**src/design/pod_pkg.sv**
```systemverilog
// shared constants and types of the pressure oscillation diagnostics block
package pod_pkg;
	// ----------------------------------------
	// register map (byte addresses)
	// ----------------------------------------
	localparam logic [7:0] OFS_CTRL = 8'h00;
	localparam logic [7:0] OFS_MODE = 8'h04;
	localparam logic [7:0] OFS_HI = 8'h08;
	localparam logic [7:0] OFS_LO = 8'h0c;
	localparam logic [7:0] OFS_SRC = 8'h10;
	localparam logic [7:0] OFS_COEF = 8'h14;
	localparam logic [7:0] OFS_INDEX = 8'h18;
	localparam logic [7:0] OFS_IMAX = 8'h1c;
	localparam logic [7:0] OFS_IMIN = 8'h20;
	localparam logic [7:0] OFS_STDEV = 8'h24;
	localparam logic [7:0] OFS_STATUS = 8'h28;
	localparam logic [7:0] OFS_MASK = 8'h2c;
	localparam logic [7:0] OFS_ALARM = 8'h30;
	// ----------------------------------------
	// field positions
	// ----------------------------------------
	localparam int CTRL_RST_IDX_BIT = 0;
	localparam int CTRL_RST_SD_BIT = 1;
	localparam int IDX_VALID_BIT = 16;
	localparam int ST_IDX_DONE = 0;
	localparam int ST_HI_RISE = 1;
	localparam int ST_LO_RISE = 2;
	localparam int ST_SD_DONE = 3;
	// ----------------------------------------
	// reset values and encodings
	// ----------------------------------------
	typedef enum logic [1:0] {
		POD_AL_OFF = 2'b00,
		POD_AL_HI = 2'b01,
		POD_AL_LO = 2'b10,
		POD_AL_BOTH = 2'b11
	} pod_alarm_mode_t;
	localparam logic [15:0] HI_RST = 16'hffff;
	localparam logic [15:0] LO_RST = 16'h0000;
	localparam logic [3:0] SRC_D120 = 4'h0;
	localparam logic [3:0] SRC_D240 = 4'h1;
	localparam logic [3:0] SRC_D360 = 4'h2;
	localparam logic [3:0] SRC_S360 = 4'ha;
	localparam logic [8:0] COEF_RST = 9'h000;
	localparam logic [8:0] COEF_ONE = 9'h100;
	localparam logic [7:0] CH_FREQ_INDEX = 8'h32;
	localparam logic [1:0] RESP_OK = 2'b00;
	localparam logic [1:0] RESP_SLVERR = 2'b10;
	// ----------------------------------------
	// timing
	// ----------------------------------------
	localparam int CLK_PERIOD_NS = 40;
	localparam int TICK_MS = 120;
	localparam int TICK_CYC = TICK_MS * 1000000 / CLK_PERIOD_NS;
	localparam int WIN_LOG2 = 10;
	localparam int SD_LOG2 = 10;
	localparam int IDX_SHIFT = 16 - WIN_LOG2;
endpackage

```
**src/design/pod_hpf.sv**
```systemverilog
// first-order high-pass filter ahead of the oscillation counter
module pod_hpf
	import pod_pkg::*;
(
	input wire logic ref_clk,
	input wire logic nrst,
	input wire logic clr,
	input wire logic in_valid,
	input wire logic signed [15:0] in_data,
	input wire logic [8:0] coef,
	output logic out_valid,
	output logic signed [16:0] out_data
);
	typedef struct packed {
		logic signed [15:0] base;
		logic vld;
		logic signed [16:0] y;
	} pod_hpf_st_t;
	pod_hpf_st_t st_r;
	pod_hpf_st_t st_nxt;
	logic signed [16:0] diff;
	logic signed [26:0] prod;

	// baseline follows the input at a rate set by coef; 0 holds it, leaving the input untouched after reset or an index reset
	always_comb begin
		st_nxt = st_r;
		st_nxt.vld = 1'b0;
		diff = 17'(in_data) - 17'(st_r.base);
		prod = 27'(diff) * $signed({18'h0, coef});
		if (in_valid) begin
			st_nxt.y = diff;
			st_nxt.vld = 1'b1;
			st_nxt.base = 16'(st_r.base + 16'(prod >>> 8));
		end
		if (clr) begin
			st_nxt.base = 16'h0000;
			st_nxt.vld = 1'b0;
		end
	end

	always_ff @(posedge ref_clk or negedge nrst) begin
		if (!nrst) begin
			st_r <= '0;
		end else begin
			st_r <= st_nxt;
		end
	end

	assign out_valid = st_r.vld;
	assign out_data = st_r.y;
endmodule

```
**src/design/pod_stdev.sv**
```systemverilog
// spread of the input pressure over a fixed block of samples
module pod_stdev
	import pod_pkg::*;
(
	input wire logic ref_clk,
	input wire logic nrst,
	input wire logic clr,
	input wire logic in_valid,
	input wire logic signed [15:0] in_data,
	output logic out_valid,
	output logic [31:0] out_var
);
	typedef struct packed {
		logic [SD_LOG2-1:0] cnt;
		logic signed [25:0] sum;
		logic [41:0] sq;
		logic [31:0] var_v;
		logic vld;
	} pod_sd_st_t;
	pod_sd_st_t st_r;
	pod_sd_st_t st_nxt;
	logic signed [25:0] tsum;
	logic [41:0] tsq;
	logic signed [15:0] mean;
	logic [31:0] mean2;
	logic [31:0] meansq;

	always_comb begin
		st_nxt = st_r;
		st_nxt.vld = 1'b0;
		tsum = st_r.sum + 26'(in_data);
		tsq = st_r.sq + 42'($unsigned(32'(in_data * in_data)));
		mean = 16'(tsum >>> SD_LOG2);
		mean2 = $unsigned(32'(mean * mean));
		meansq = 32'(tsq >> SD_LOG2);
		if (in_valid) begin
			st_nxt.sum = tsum;
			st_nxt.sq = tsq;
			st_nxt.cnt = st_r.cnt + 1'b1;
			if (&st_r.cnt) begin
				// mean of squares minus square of mean, floored at zero
				st_nxt.var_v = (meansq > mean2) ? meansq - mean2 : 32'h0;
				st_nxt.vld = 1'b1;
				st_nxt.sum = '0;
				st_nxt.sq = '0;
			end
		end
		if (clr) begin
			st_nxt = '0;
		end
	end

	always_ff @(posedge ref_clk or negedge nrst) begin
		if (!nrst) begin
			st_r <= '0;
		end else begin
			st_r <= st_nxt;
		end
	end

	assign out_valid = st_r.vld;
	assign out_var = st_r.var_v;
endmodule

```
**src/design/pod_top.sv**
```systemverilog
// pressure oscillation diagnostics: frequency index, alarms, spread, register slave
//
// Our own choices: the AXI4-Lite slave port and the address map.
module pod_top
	import pod_pkg::*;
#(
	parameter logic [21:0] TICK_CYCLES = 22'(pod_pkg::TICK_CYC)
) (
	input wire logic ref_clk,
	input wire logic nrst,
	input wire logic [7:0] s_axi_awaddr,
	input wire logic s_axi_awvalid,
	output logic s_axi_awready,
	input wire logic [31:0] s_axi_wdata,
	input wire logic [3:0] s_axi_wstrb,
	input wire logic s_axi_wvalid,
	output logic s_axi_wready,
	output logic [1:0] s_axi_bresp,
	output logic s_axi_bvalid,
	input wire logic s_axi_bready,
	input wire logic [7:0] s_axi_araddr,
	input wire logic s_axi_arvalid,
	output logic s_axi_arready,
	output logic [31:0] s_axi_rdata,
	output logic [1:0] s_axi_rresp,
	output logic s_axi_rvalid,
	input wire logic s_axi_rready,
	input wire logic signed [15:0] differential_sample,
	input wire logic signed [15:0] static_sample,
	input wire logic differential_unit,
	output logic diag_alarm,
	output logic [7:0] index_ch_num,
	output logic [15:0] index_ch_value,
	output logic index_ch_valid,
	output logic index_ch_update,
	output logic [31:0] stdev_value,
	output logic irq
);
	// ----------------------------------------
	// state
	// ----------------------------------------
	typedef struct packed {
		logic [1:0] unit_sync;
		logic [21:0] tick_cnt;
		logic [1:0] div_cnt;
		logic awh;
		logic [7:0] awa;
		logic wh;
		logic [31:0] wd;
		logic [3:0] ws;
		logic bvalid;
		logic [1:0] bresp;
		logic rvalid;
		logic [31:0] rdata;
		logic [1:0] rresp;
		pod_alarm_mode_t mode;
		logic [15:0] hi;
		logic [15:0] lo;
		logic [3:0] src;
		logic [8:0] coef;
		logic idx_clr;
		logic sd_clr;
		logic signed [16:0] prev;
		logic dir;
		logic have_prev;
		logic have_dir;
		logic [WIN_LOG2-1:0] win_cnt;
		logic [WIN_LOG2-1:0] rev_cnt;
		logic [15:0] idx;
		logic [15:0] imax;
		logic [15:0] imin;
		logic ivalid;
		logic [3:0] status;
		logic [3:0] mask;
		logic [1:0] alarm;
		logic upd;
	} pod_top_st_t;

	pod_top_st_t st_r;
	pod_top_st_t st_nxt;

	logic tick;
	logic [1:0] ticks_per_sample;
	logic sample_en;
	logic signed [15:0] sample_sel;
	logic hpf_valid;
	logic signed [16:0] hpf_data;
	logic sd_valid;
	logic [31:0] sd_var;
	logic [31:0] wmerged;
	logic [31:0] rmux;
	logic rmiss;
	logic wmiss;
	logic [WIN_LOG2:0] rev_total;
	logic [15:0] new_idx;
	logic up;
	logic hi_on;
	logic lo_on;
	logic [3:0] ev;
	logic [3:0] w1c;
	logic src_ok;

	// ----------------------------------------
	// sample pacing
	// ----------------------------------------
	assign tick = (st_r.tick_cnt == TICK_CYCLES - 22'h1);

	always_comb begin
		case (st_r.src)
			SRC_D240: ticks_per_sample = 2'h2;
			SRC_D360: ticks_per_sample = 2'h3;
			SRC_S360: ticks_per_sample = 2'h3;
			default: ticks_per_sample = 2'h1;
		endcase
	end

	assign sample_en = tick && (st_r.div_cnt == ticks_per_sample - 2'h1);
	// static sensor only reachable on differential units, the source write guards it
	assign sample_sel = (st_r.src == SRC_S360) ? static_sample : differential_sample;

	// ----------------------------------------
	// datapath helpers
	// ----------------------------------------
	pod_hpf u_hpf (
		.ref_clk(ref_clk),
		.nrst(nrst),
		.clr(st_r.idx_clr),
		.in_valid(sample_en),
		.in_data(sample_sel),
		.coef(st_r.coef),
		.out_valid(hpf_valid),
		.out_data(hpf_data)
	);

	pod_stdev u_stdev (
		.ref_clk(ref_clk),
		.nrst(nrst),
		.clr(st_r.sd_clr),
		.in_valid(sample_en),
		.in_data(sample_sel),
		.out_valid(sd_valid),
		.out_var(sd_var)
	);

	// ----------------------------------------
	// register read and write helpers
	// ----------------------------------------
	always_comb begin
		for (int b = 0; b < 4; b++) begin
			wmerged[b*8 +: 8] = st_r.ws[b] ? st_r.wd[b*8 +: 8] : 8'h00;
		end
	end

	always_comb begin
		rmiss = 1'b0;
		case (s_axi_araddr)
			OFS_CTRL: rmux = 32'h0;
			OFS_MODE: rmux = {30'h0, st_r.mode};
			OFS_HI: rmux = {16'h0, st_r.hi};
			OFS_LO: rmux = {16'h0, st_r.lo};
			OFS_SRC: rmux = {28'h0, st_r.src};
			OFS_COEF: rmux = {23'h0, st_r.coef};
			OFS_INDEX: rmux = {15'h0, st_r.ivalid, st_r.idx};
			OFS_IMAX: rmux = {15'h0, st_r.ivalid, st_r.imax};
			OFS_IMIN: rmux = {15'h0, st_r.ivalid, st_r.imin};
			OFS_STDEV: rmux = sd_var;
			OFS_STATUS: rmux = {28'h0, st_r.status};
			OFS_MASK: rmux = {28'h0, st_r.mask};
			OFS_ALARM: rmux = {30'h0, st_r.alarm};
			default: begin
				rmux = 32'h0;
				rmiss = 1'b1;
			end
		endcase
	end

	always_comb begin
		case (st_r.awa)
			OFS_CTRL, OFS_MODE, OFS_HI, OFS_LO, OFS_SRC, OFS_COEF: wmiss = 1'b0;
			OFS_INDEX, OFS_IMAX, OFS_IMIN, OFS_STDEV: wmiss = 1'b0;
			OFS_STATUS, OFS_MASK, OFS_ALARM: wmiss = 1'b0;
			default: wmiss = 1'b1;
		endcase
	end

	// gauge and absolute units refuse the static-sensor code; unknown codes are ignored
	always_comb begin
		case (wmerged[3:0])
			SRC_D120, SRC_D240, SRC_D360: src_ok = 1'b1;
			SRC_S360: src_ok = st_r.unit_sync[1];
			default: src_ok = 1'b0;
		endcase
	end

	// ----------------------------------------
	// index arithmetic
	// ----------------------------------------
	assign up = hpf_data > st_r.prev;
	assign rev_total = {1'b0, st_r.rev_cnt}
		+ (WIN_LOG2 + 1)'(st_r.have_dir && hpf_data != st_r.prev && up != st_r.dir);
	// reversals per window scaled to 0..1 in 16-bit fraction
	// a window that reverses on every sample saturates at full scale instead of wrapping to 0
	assign new_idx = rev_total[WIN_LOG2] ? 16'({WIN_LOG2{1'b1}} << IDX_SHIFT)
		: 16'(rev_total << IDX_SHIFT);

	// ----------------------------------------
	// next state
	// ----------------------------------------
	always_comb begin
		st_nxt = st_r;
		ev = 4'h0;
		w1c = 4'h0;
		st_nxt.unit_sync = {st_r.unit_sync[0], differential_unit};
		st_nxt.idx_clr = 1'b0;
		st_nxt.sd_clr = 1'b0;
		st_nxt.upd = 1'b0;

		st_nxt.tick_cnt = tick ? 22'h0 : st_r.tick_cnt + 22'h1;
		if (sample_en) begin
			st_nxt.div_cnt = 2'h0;
		end else if (tick) begin
			st_nxt.div_cnt = st_r.div_cnt + 2'h1;
		end

		// oscillation window
		if (hpf_valid) begin
			st_nxt.prev = hpf_data;
			st_nxt.have_prev = 1'b1;
			if (st_r.have_prev && hpf_data != st_r.prev) begin
				st_nxt.dir = up;
				st_nxt.have_dir = 1'b1;
			end
			if (st_r.have_prev) begin
				st_nxt.rev_cnt = rev_total[WIN_LOG2-1:0];
				st_nxt.win_cnt = st_r.win_cnt + 1'b1;
				if (&st_r.win_cnt) begin
					st_nxt.idx = new_idx;
					st_nxt.ivalid = 1'b1;
					st_nxt.upd = 1'b1;
					st_nxt.imax = (!st_r.ivalid || new_idx > st_r.imax) ? new_idx : st_r.imax;
					st_nxt.imin = (!st_r.ivalid || new_idx < st_r.imin) ? new_idx : st_r.imin;
					st_nxt.rev_cnt = '0;
					st_nxt.win_cnt = '0;
					ev[ST_IDX_DONE] = 1'b1;
				end
			end
		end
		ev[ST_SD_DONE] = sd_valid;

		// alarm comparison
		hi_on = st_r.mode[0] && st_r.ivalid && st_r.idx > st_r.hi;
		lo_on = st_r.mode[1] && st_r.ivalid && st_r.idx < st_r.lo;
		st_nxt.alarm = {lo_on, hi_on};
		ev[ST_HI_RISE] = hi_on && !st_r.alarm[0];
		ev[ST_LO_RISE] = lo_on && !st_r.alarm[1];

		// write channel
		if (s_axi_awvalid && !st_r.awh) begin
			st_nxt.awh = 1'b1;
			st_nxt.awa = s_axi_awaddr;
		end
		if (s_axi_wvalid && !st_r.wh) begin
			st_nxt.wh = 1'b1;
			st_nxt.wd = s_axi_wdata;
			st_nxt.ws = s_axi_wstrb;
		end
		if (st_r.bvalid && s_axi_bready) begin
			st_nxt.bvalid = 1'b0;
		end
		if (st_r.awh && st_r.wh && !st_r.bvalid) begin
			st_nxt.awh = 1'b0;
			st_nxt.wh = 1'b0;
			st_nxt.bvalid = 1'b1;
			st_nxt.bresp = wmiss ? RESP_SLVERR : RESP_OK;
			case (st_r.awa)
				OFS_CTRL: begin
					st_nxt.idx_clr = wmerged[CTRL_RST_IDX_BIT];
					st_nxt.sd_clr = wmerged[CTRL_RST_SD_BIT];
				end
				OFS_MODE: begin
					if (st_r.ws[0]) begin
						st_nxt.mode = pod_alarm_mode_t'(wmerged[1:0]);
					end
				end
				OFS_HI: st_nxt.hi = (wmerged[15:0] & {{8{st_r.ws[1]}}, {8{st_r.ws[0]}}})
					| (st_r.hi & ~{{8{st_r.ws[1]}}, {8{st_r.ws[0]}}});
				OFS_LO: st_nxt.lo = (wmerged[15:0] & {{8{st_r.ws[1]}}, {8{st_r.ws[0]}}})
					| (st_r.lo & ~{{8{st_r.ws[1]}}, {8{st_r.ws[0]}}});
				OFS_SRC: begin
					if (st_r.ws[0] && src_ok) begin
						st_nxt.src = wmerged[3:0];
					end
				end
				OFS_COEF: begin
					// values above 1.0 are held at 1.0
					if (st_r.ws[0] || st_r.ws[1]) begin
						st_nxt.coef = (wmerged[15:0] > 16'(COEF_ONE)) ? COEF_ONE
							: wmerged[8:0];
					end
				end
				OFS_STATUS: w1c = wmerged[3:0];
				OFS_MASK: begin
					if (st_r.ws[0]) begin
						st_nxt.mask = wmerged[3:0];
					end
				end
				default: begin
				end
			endcase
		end

		// index reset wipes the window so the next value is fresh
		if (st_nxt.idx_clr) begin
			st_nxt.idx = 16'h0000;
			st_nxt.imax = 16'h0000;
			st_nxt.imin = 16'h0000;
			st_nxt.ivalid = 1'b0;
			st_nxt.upd = 1'b0;
			st_nxt.win_cnt = '0;
			st_nxt.rev_cnt = '0;
			st_nxt.have_prev = 1'b0;
			st_nxt.have_dir = 1'b0;
			ev[ST_IDX_DONE] = 1'b0;
		end

		// a new event outranks a clear in the same cycle
		st_nxt.status = (st_r.status & ~w1c) | ev;

		// read channel
		if (st_r.rvalid && s_axi_rready) begin
			st_nxt.rvalid = 1'b0;
		end
		if (s_axi_arvalid && !st_r.rvalid) begin
			st_nxt.rvalid = 1'b1;
			st_nxt.rdata = rmux;
			st_nxt.rresp = rmiss ? RESP_SLVERR : RESP_OK;
		end
	end

	// ----------------------------------------
	// registers
	// ----------------------------------------
	always_ff @(posedge ref_clk or negedge nrst) begin
		if (!nrst) begin
			st_r <= '0;
			st_r.mode <= POD_AL_OFF;
			st_r.hi <= HI_RST;
			st_r.lo <= LO_RST;
			st_r.src <= SRC_D120;
			st_r.coef <= COEF_RST;
		end else begin
			st_r <= st_nxt;
		end
	end

	// ----------------------------------------
	// outputs
	// ----------------------------------------
	assign s_axi_awready = !st_r.awh;
	assign s_axi_wready = !st_r.wh;
	assign s_axi_bvalid = st_r.bvalid;
	assign s_axi_bresp = st_r.bresp;
	assign s_axi_arready = !st_r.rvalid;
	assign s_axi_rvalid = st_r.rvalid;
	assign s_axi_rdata = st_r.rdata;
	assign s_axi_rresp = st_r.rresp;
	assign diag_alarm = |st_r.alarm;
	assign index_ch_num = CH_FREQ_INDEX;
	assign index_ch_value = st_r.idx;
	assign index_ch_valid = st_r.ivalid;
	assign index_ch_update = st_r.upd;
	assign stdev_value = sd_var;
	assign irq = |(st_r.status & st_r.mask);
endmodule

```
**config.mk**
```make
export PLATFORM = sky130hd
export DESIGN_NAME = pod_top
export DESIGN_NICKNAME = d
export VERILOG_FILES = /design/src/design/pod_pkg.sv /design/src/design/pod_hpf.sv /design/src/design/pod_stdev.sv /design/src/design/pod_top.sv
export SDC_FILE = /design/constraint.sdc
export NUM_CORES = 2
export LEC_CHECK = 0
export BUFFER_PORTS_ARGS = -buffer_cell sky130_fd_sc_hd__buf_4
export CELL_PAD_IN_SITES_DETAIL_PLACEMENT = 0
export CELL_PAD_IN_SITES_GLOBAL_PLACEMENT = 1
export CORE_AREA = 4 4 335 337
export CTS_CLUSTER_DIAMETER = 40
export CTS_CLUSTER_SIZE = 8
export DETAILED_ROUTE_END_ITERATION = 8
export DIE_AREA = 0 0 339 341
export PLACE_DENSITY_LB_ADDON = 0.08
export REMOVE_ABC_BUFFERS = 1
export SKIP_LAST_GASP = 1
export SYNTH_ARGS = -nofsm -noshare
export SYNTH_HDL_FRONTEND = slang
export SYNTH_SLANG_ARGS = --single-unit
export TNS_END_PERCENT = 1
```
**constraint.sdc**
```tcl
create_clock -name ref_clk -period 12.21 [get_ports ref_clk]
set_clock_uncertainty 0.2 [all_clocks]
set_input_delay 0.6105 -clock ref_clk [delete_from_list [all_inputs] [get_ports ref_clk]]
set_output_delay 0.6105 -clock ref_clk [all_outputs]
set_load 0.02 [all_outputs]
```
==> out/summary.txt <==
Synth-to-Final Area Change: 15.97%
Hold/Removal Path Class: in2reg
final period utilization: 95.85%
crit start category: flop
critical path class: reg2reg
Final WS setup: 507.2 ps
clock buffer depth: 3
vias in the first global route: 36,030
CTS tree: yes
H-Tree Depth: 3
Die X: 339 µm
max-slew violation count: 0
post-synthesis cell area: 45,550 µm²
Setup-failing EPs final: 0
Post-synth EDFFs: 0
worst slew pin tran: 1180 ps
pin count of the biggest net entering global routing: 80
GRT Resource Usage Total: 21.94%
Final Util: 48.53%
Die Height: 341 µm
RSZ-0062 raised after global routing: yes
layout cells sized above 1: 13.64%
Syn Inst Count: 4,977
Nets: 6,396
cells taking the most area after synthesis: fa_1 (26%), dfrtp_1 (19%), ha_1 (11%)
worst path bufs/invs: 4
Fmax: 85.45 MHz
top post-synthesis cells by count: inv_1 (853), fa_1 (593), nand2_1 (571)
drt initial violations: 1,490
total number of vias: 34,520
Max Cap Violations: 0
ANT nets after route: 0
Reg clk slew, reported paths: 50 ps
Starting Density: 41.85%
hold_sp: s_axi_araddr[5]
Root Driver: clkbuf_16
num ports: 193
status: finished, final reports clean
Routed WL per cell: 18.37 µm
Core ar.: 108,900 µm²
leading cell type by number of instances after synthesis: inv_1
crit path from: st_r[111]$_DFFE_PN0P_
GPL Wtd Cong: 0.8751
FF-to-FF Start: st_r[111]$_DFFE_PN0P_
syn avg cell area: 9.153 µm²
slowest stage delay, CP: 560 ps
drt pass-1 iters: 5
Seq cells post-synth: 366
Seq/Total Area, Yosys: 20.15%
gr ovfl total: 0
critical path's most frequent cell: fa_1
crit path max fanout: 14
FP Rows: 121
total CTS buffers: 83
Buffers on Ports: 158
Critical Path Slowest Stage Cell: fa_1
Place WS: 51.66 ps
top-area cell type share of the netlist area: 26.06%
Synth area leader: fa_1
yosys warns: 0
Critical Path End Type: flop
data arrival time of the critical path: 12,020 ps
Final min period: 11,700 ps
die area: 115,600 µm²
asr flop ratio synth: 100.0%
initial antenna violation count: 2
WP data required: 12,530 ps
# fillers: 10,550
clk sink count: 366
worst-skew pair later-pin latency: 650 ps
Routed WL: 124.7 mm
Via density: 5.084
Yosys cell types: 94
CP top delay family: compound AO/OA/AOI/OAI gates
first-pass GRT wire length: 202.9 mm
Hold Vio Cnt, Final: 0
DRC violations left: 0
relative slew slack: 21.04%
Top FF cell, synth: dfrtp_1
HPWL after DPL: 101.0 mm
[state kept, by name (all words and copies together) (netlist names)]
signal and count:
index_ch_update 1, index_ch_valid 1, index_ch_value 10, s_axi_bresp 1, s_axi_bvalid 1, s_axi_rdata 32
s_axi_rresp 1, s_axi_rvalid 1, st_nxt 1, st_r 172, u_hpf.out_data 17, u_hpf.out_valid 1
u_hpf.st_r 16, u_stdev.out_valid 1, u_stdev.out_var 32, u_stdev.st_r 78
[kinds of logic (layout without fill, tap and decap cells)]
group / Yosys count / after routing / share of synthesized area (%)
AO/OA/AOI/OAI: 824 / 824 / 11.87
buffers and inverters: 1091 / 1475 / 9.828
flip-flops: 366 / 366 / 20.15
AND/OR/NAND/NOR: 1349 / 1349 / 13.65
adder cells (fa/ha/maj): 997 / 997 / 37.15
multiplexers: 97 / 97 / 2.365
other: 2 / 17 / 0.01649
XOR/XNOR: 251 / 251 / 4.969
[worst register-to-register path, delay by kind of cell (launching register included)]
| kind | cells | cell delay, ps |
|---|---|---|
| compound gates | 16 | 3800 |
| fa+ha+maj | 9 | 3520 |
| simple gates | 9 | 1540 |
| buf+inv | 4 | 700 |
| xor+xnor | 2 | 680 |
| mux | 2 | 670 |
| flops | 1 | 450 |
[path summary, 6_finish.rpt]
kind	slack, ps	depth (start not counted)	to
setup reg to reg	510	42	u_stdev.out_var[29]$_DFFE_PN0P_
hold reg to reg	190	0	st_r[258]$_DFF_PN0_
setup / recovery	510	42	u_stdev.out_var[29]$_DFFE_PN0P_
hold / removal	160	3	s_axi_rresp[1]$_DFFE_PN0P_
min in group asynchronous	350	2	index_ch_value[9]$_DFFE_PN0P_
max in group asynchronous	9460	4	u_stdev.st_r[35]$_DFFE_PN0P_
[cell usage in the layout (no fill, tap or decap), types with 90 or more instances in the layout]
cell type  instances
a21o_1            90
xnor2_1          160
inv_1            852
nor2_1           294
buf_4            414
and2_1            94
a21oi_1          166
o21ai_0          242
fa_1             593
ha_1             403
nand2_1          570
dfrtp_1          350
[cell type report]
cell class,instances,area (µm²),area share [%]
inverter,869,3266,6.181
clock buffer,108,2221,4.204
tap,1414,1769,3.349
sequential,366,9179,17.37
clock inverter,44,658.1,1.246
antenna,1,2.502,0.004737
multi-input combinational,3534,32150,60.86
timing repair buffer,454,3583,6.783
[what timing repair did]
action                                  in CTS  in global routing
endpoints found under the setup margin       0                 33
setup buffers                                0                  5
hold buffers                                32                  0
hold endpoints to repair                    96                  0
resized for setup                            0                 32
[metrics by stage]
| stage | cell area, µm² | hold WS (ps) | cells | TNS [ps] |
|---|---|---|---|---|
| global route | 52830 | 187.4 | 6790 | -161.7 |
| CTS | 52630 | 120.8 | 6784 | 0 |
| floorplan | 44390 | 114.9 | 4769 | -21230 |
| finish | 52830 | 164.2 | 6790 | 0 |
| detailed placement | 49430 | 151.6 | 6600 | 0 |
| global placement | 49430 | 172.9 | 6600 | 0 |
[metal layers]
metal | part of all wire (%) | track usage [%] | vias to the layer above
li1 | - | - | 16690
met1 | 46 | 30.34 | 17150
met2 | 49 | 37.22 | 547
met3 | 3.3 | 2.683 | 135
met4 | 1.7 | 4.437 | 0
met5 | 0 | 0 | -
Power is left out: the tool's default activity adds up to more than one toggle a clock period on the data nets, which glitch-free logic cannot reach.
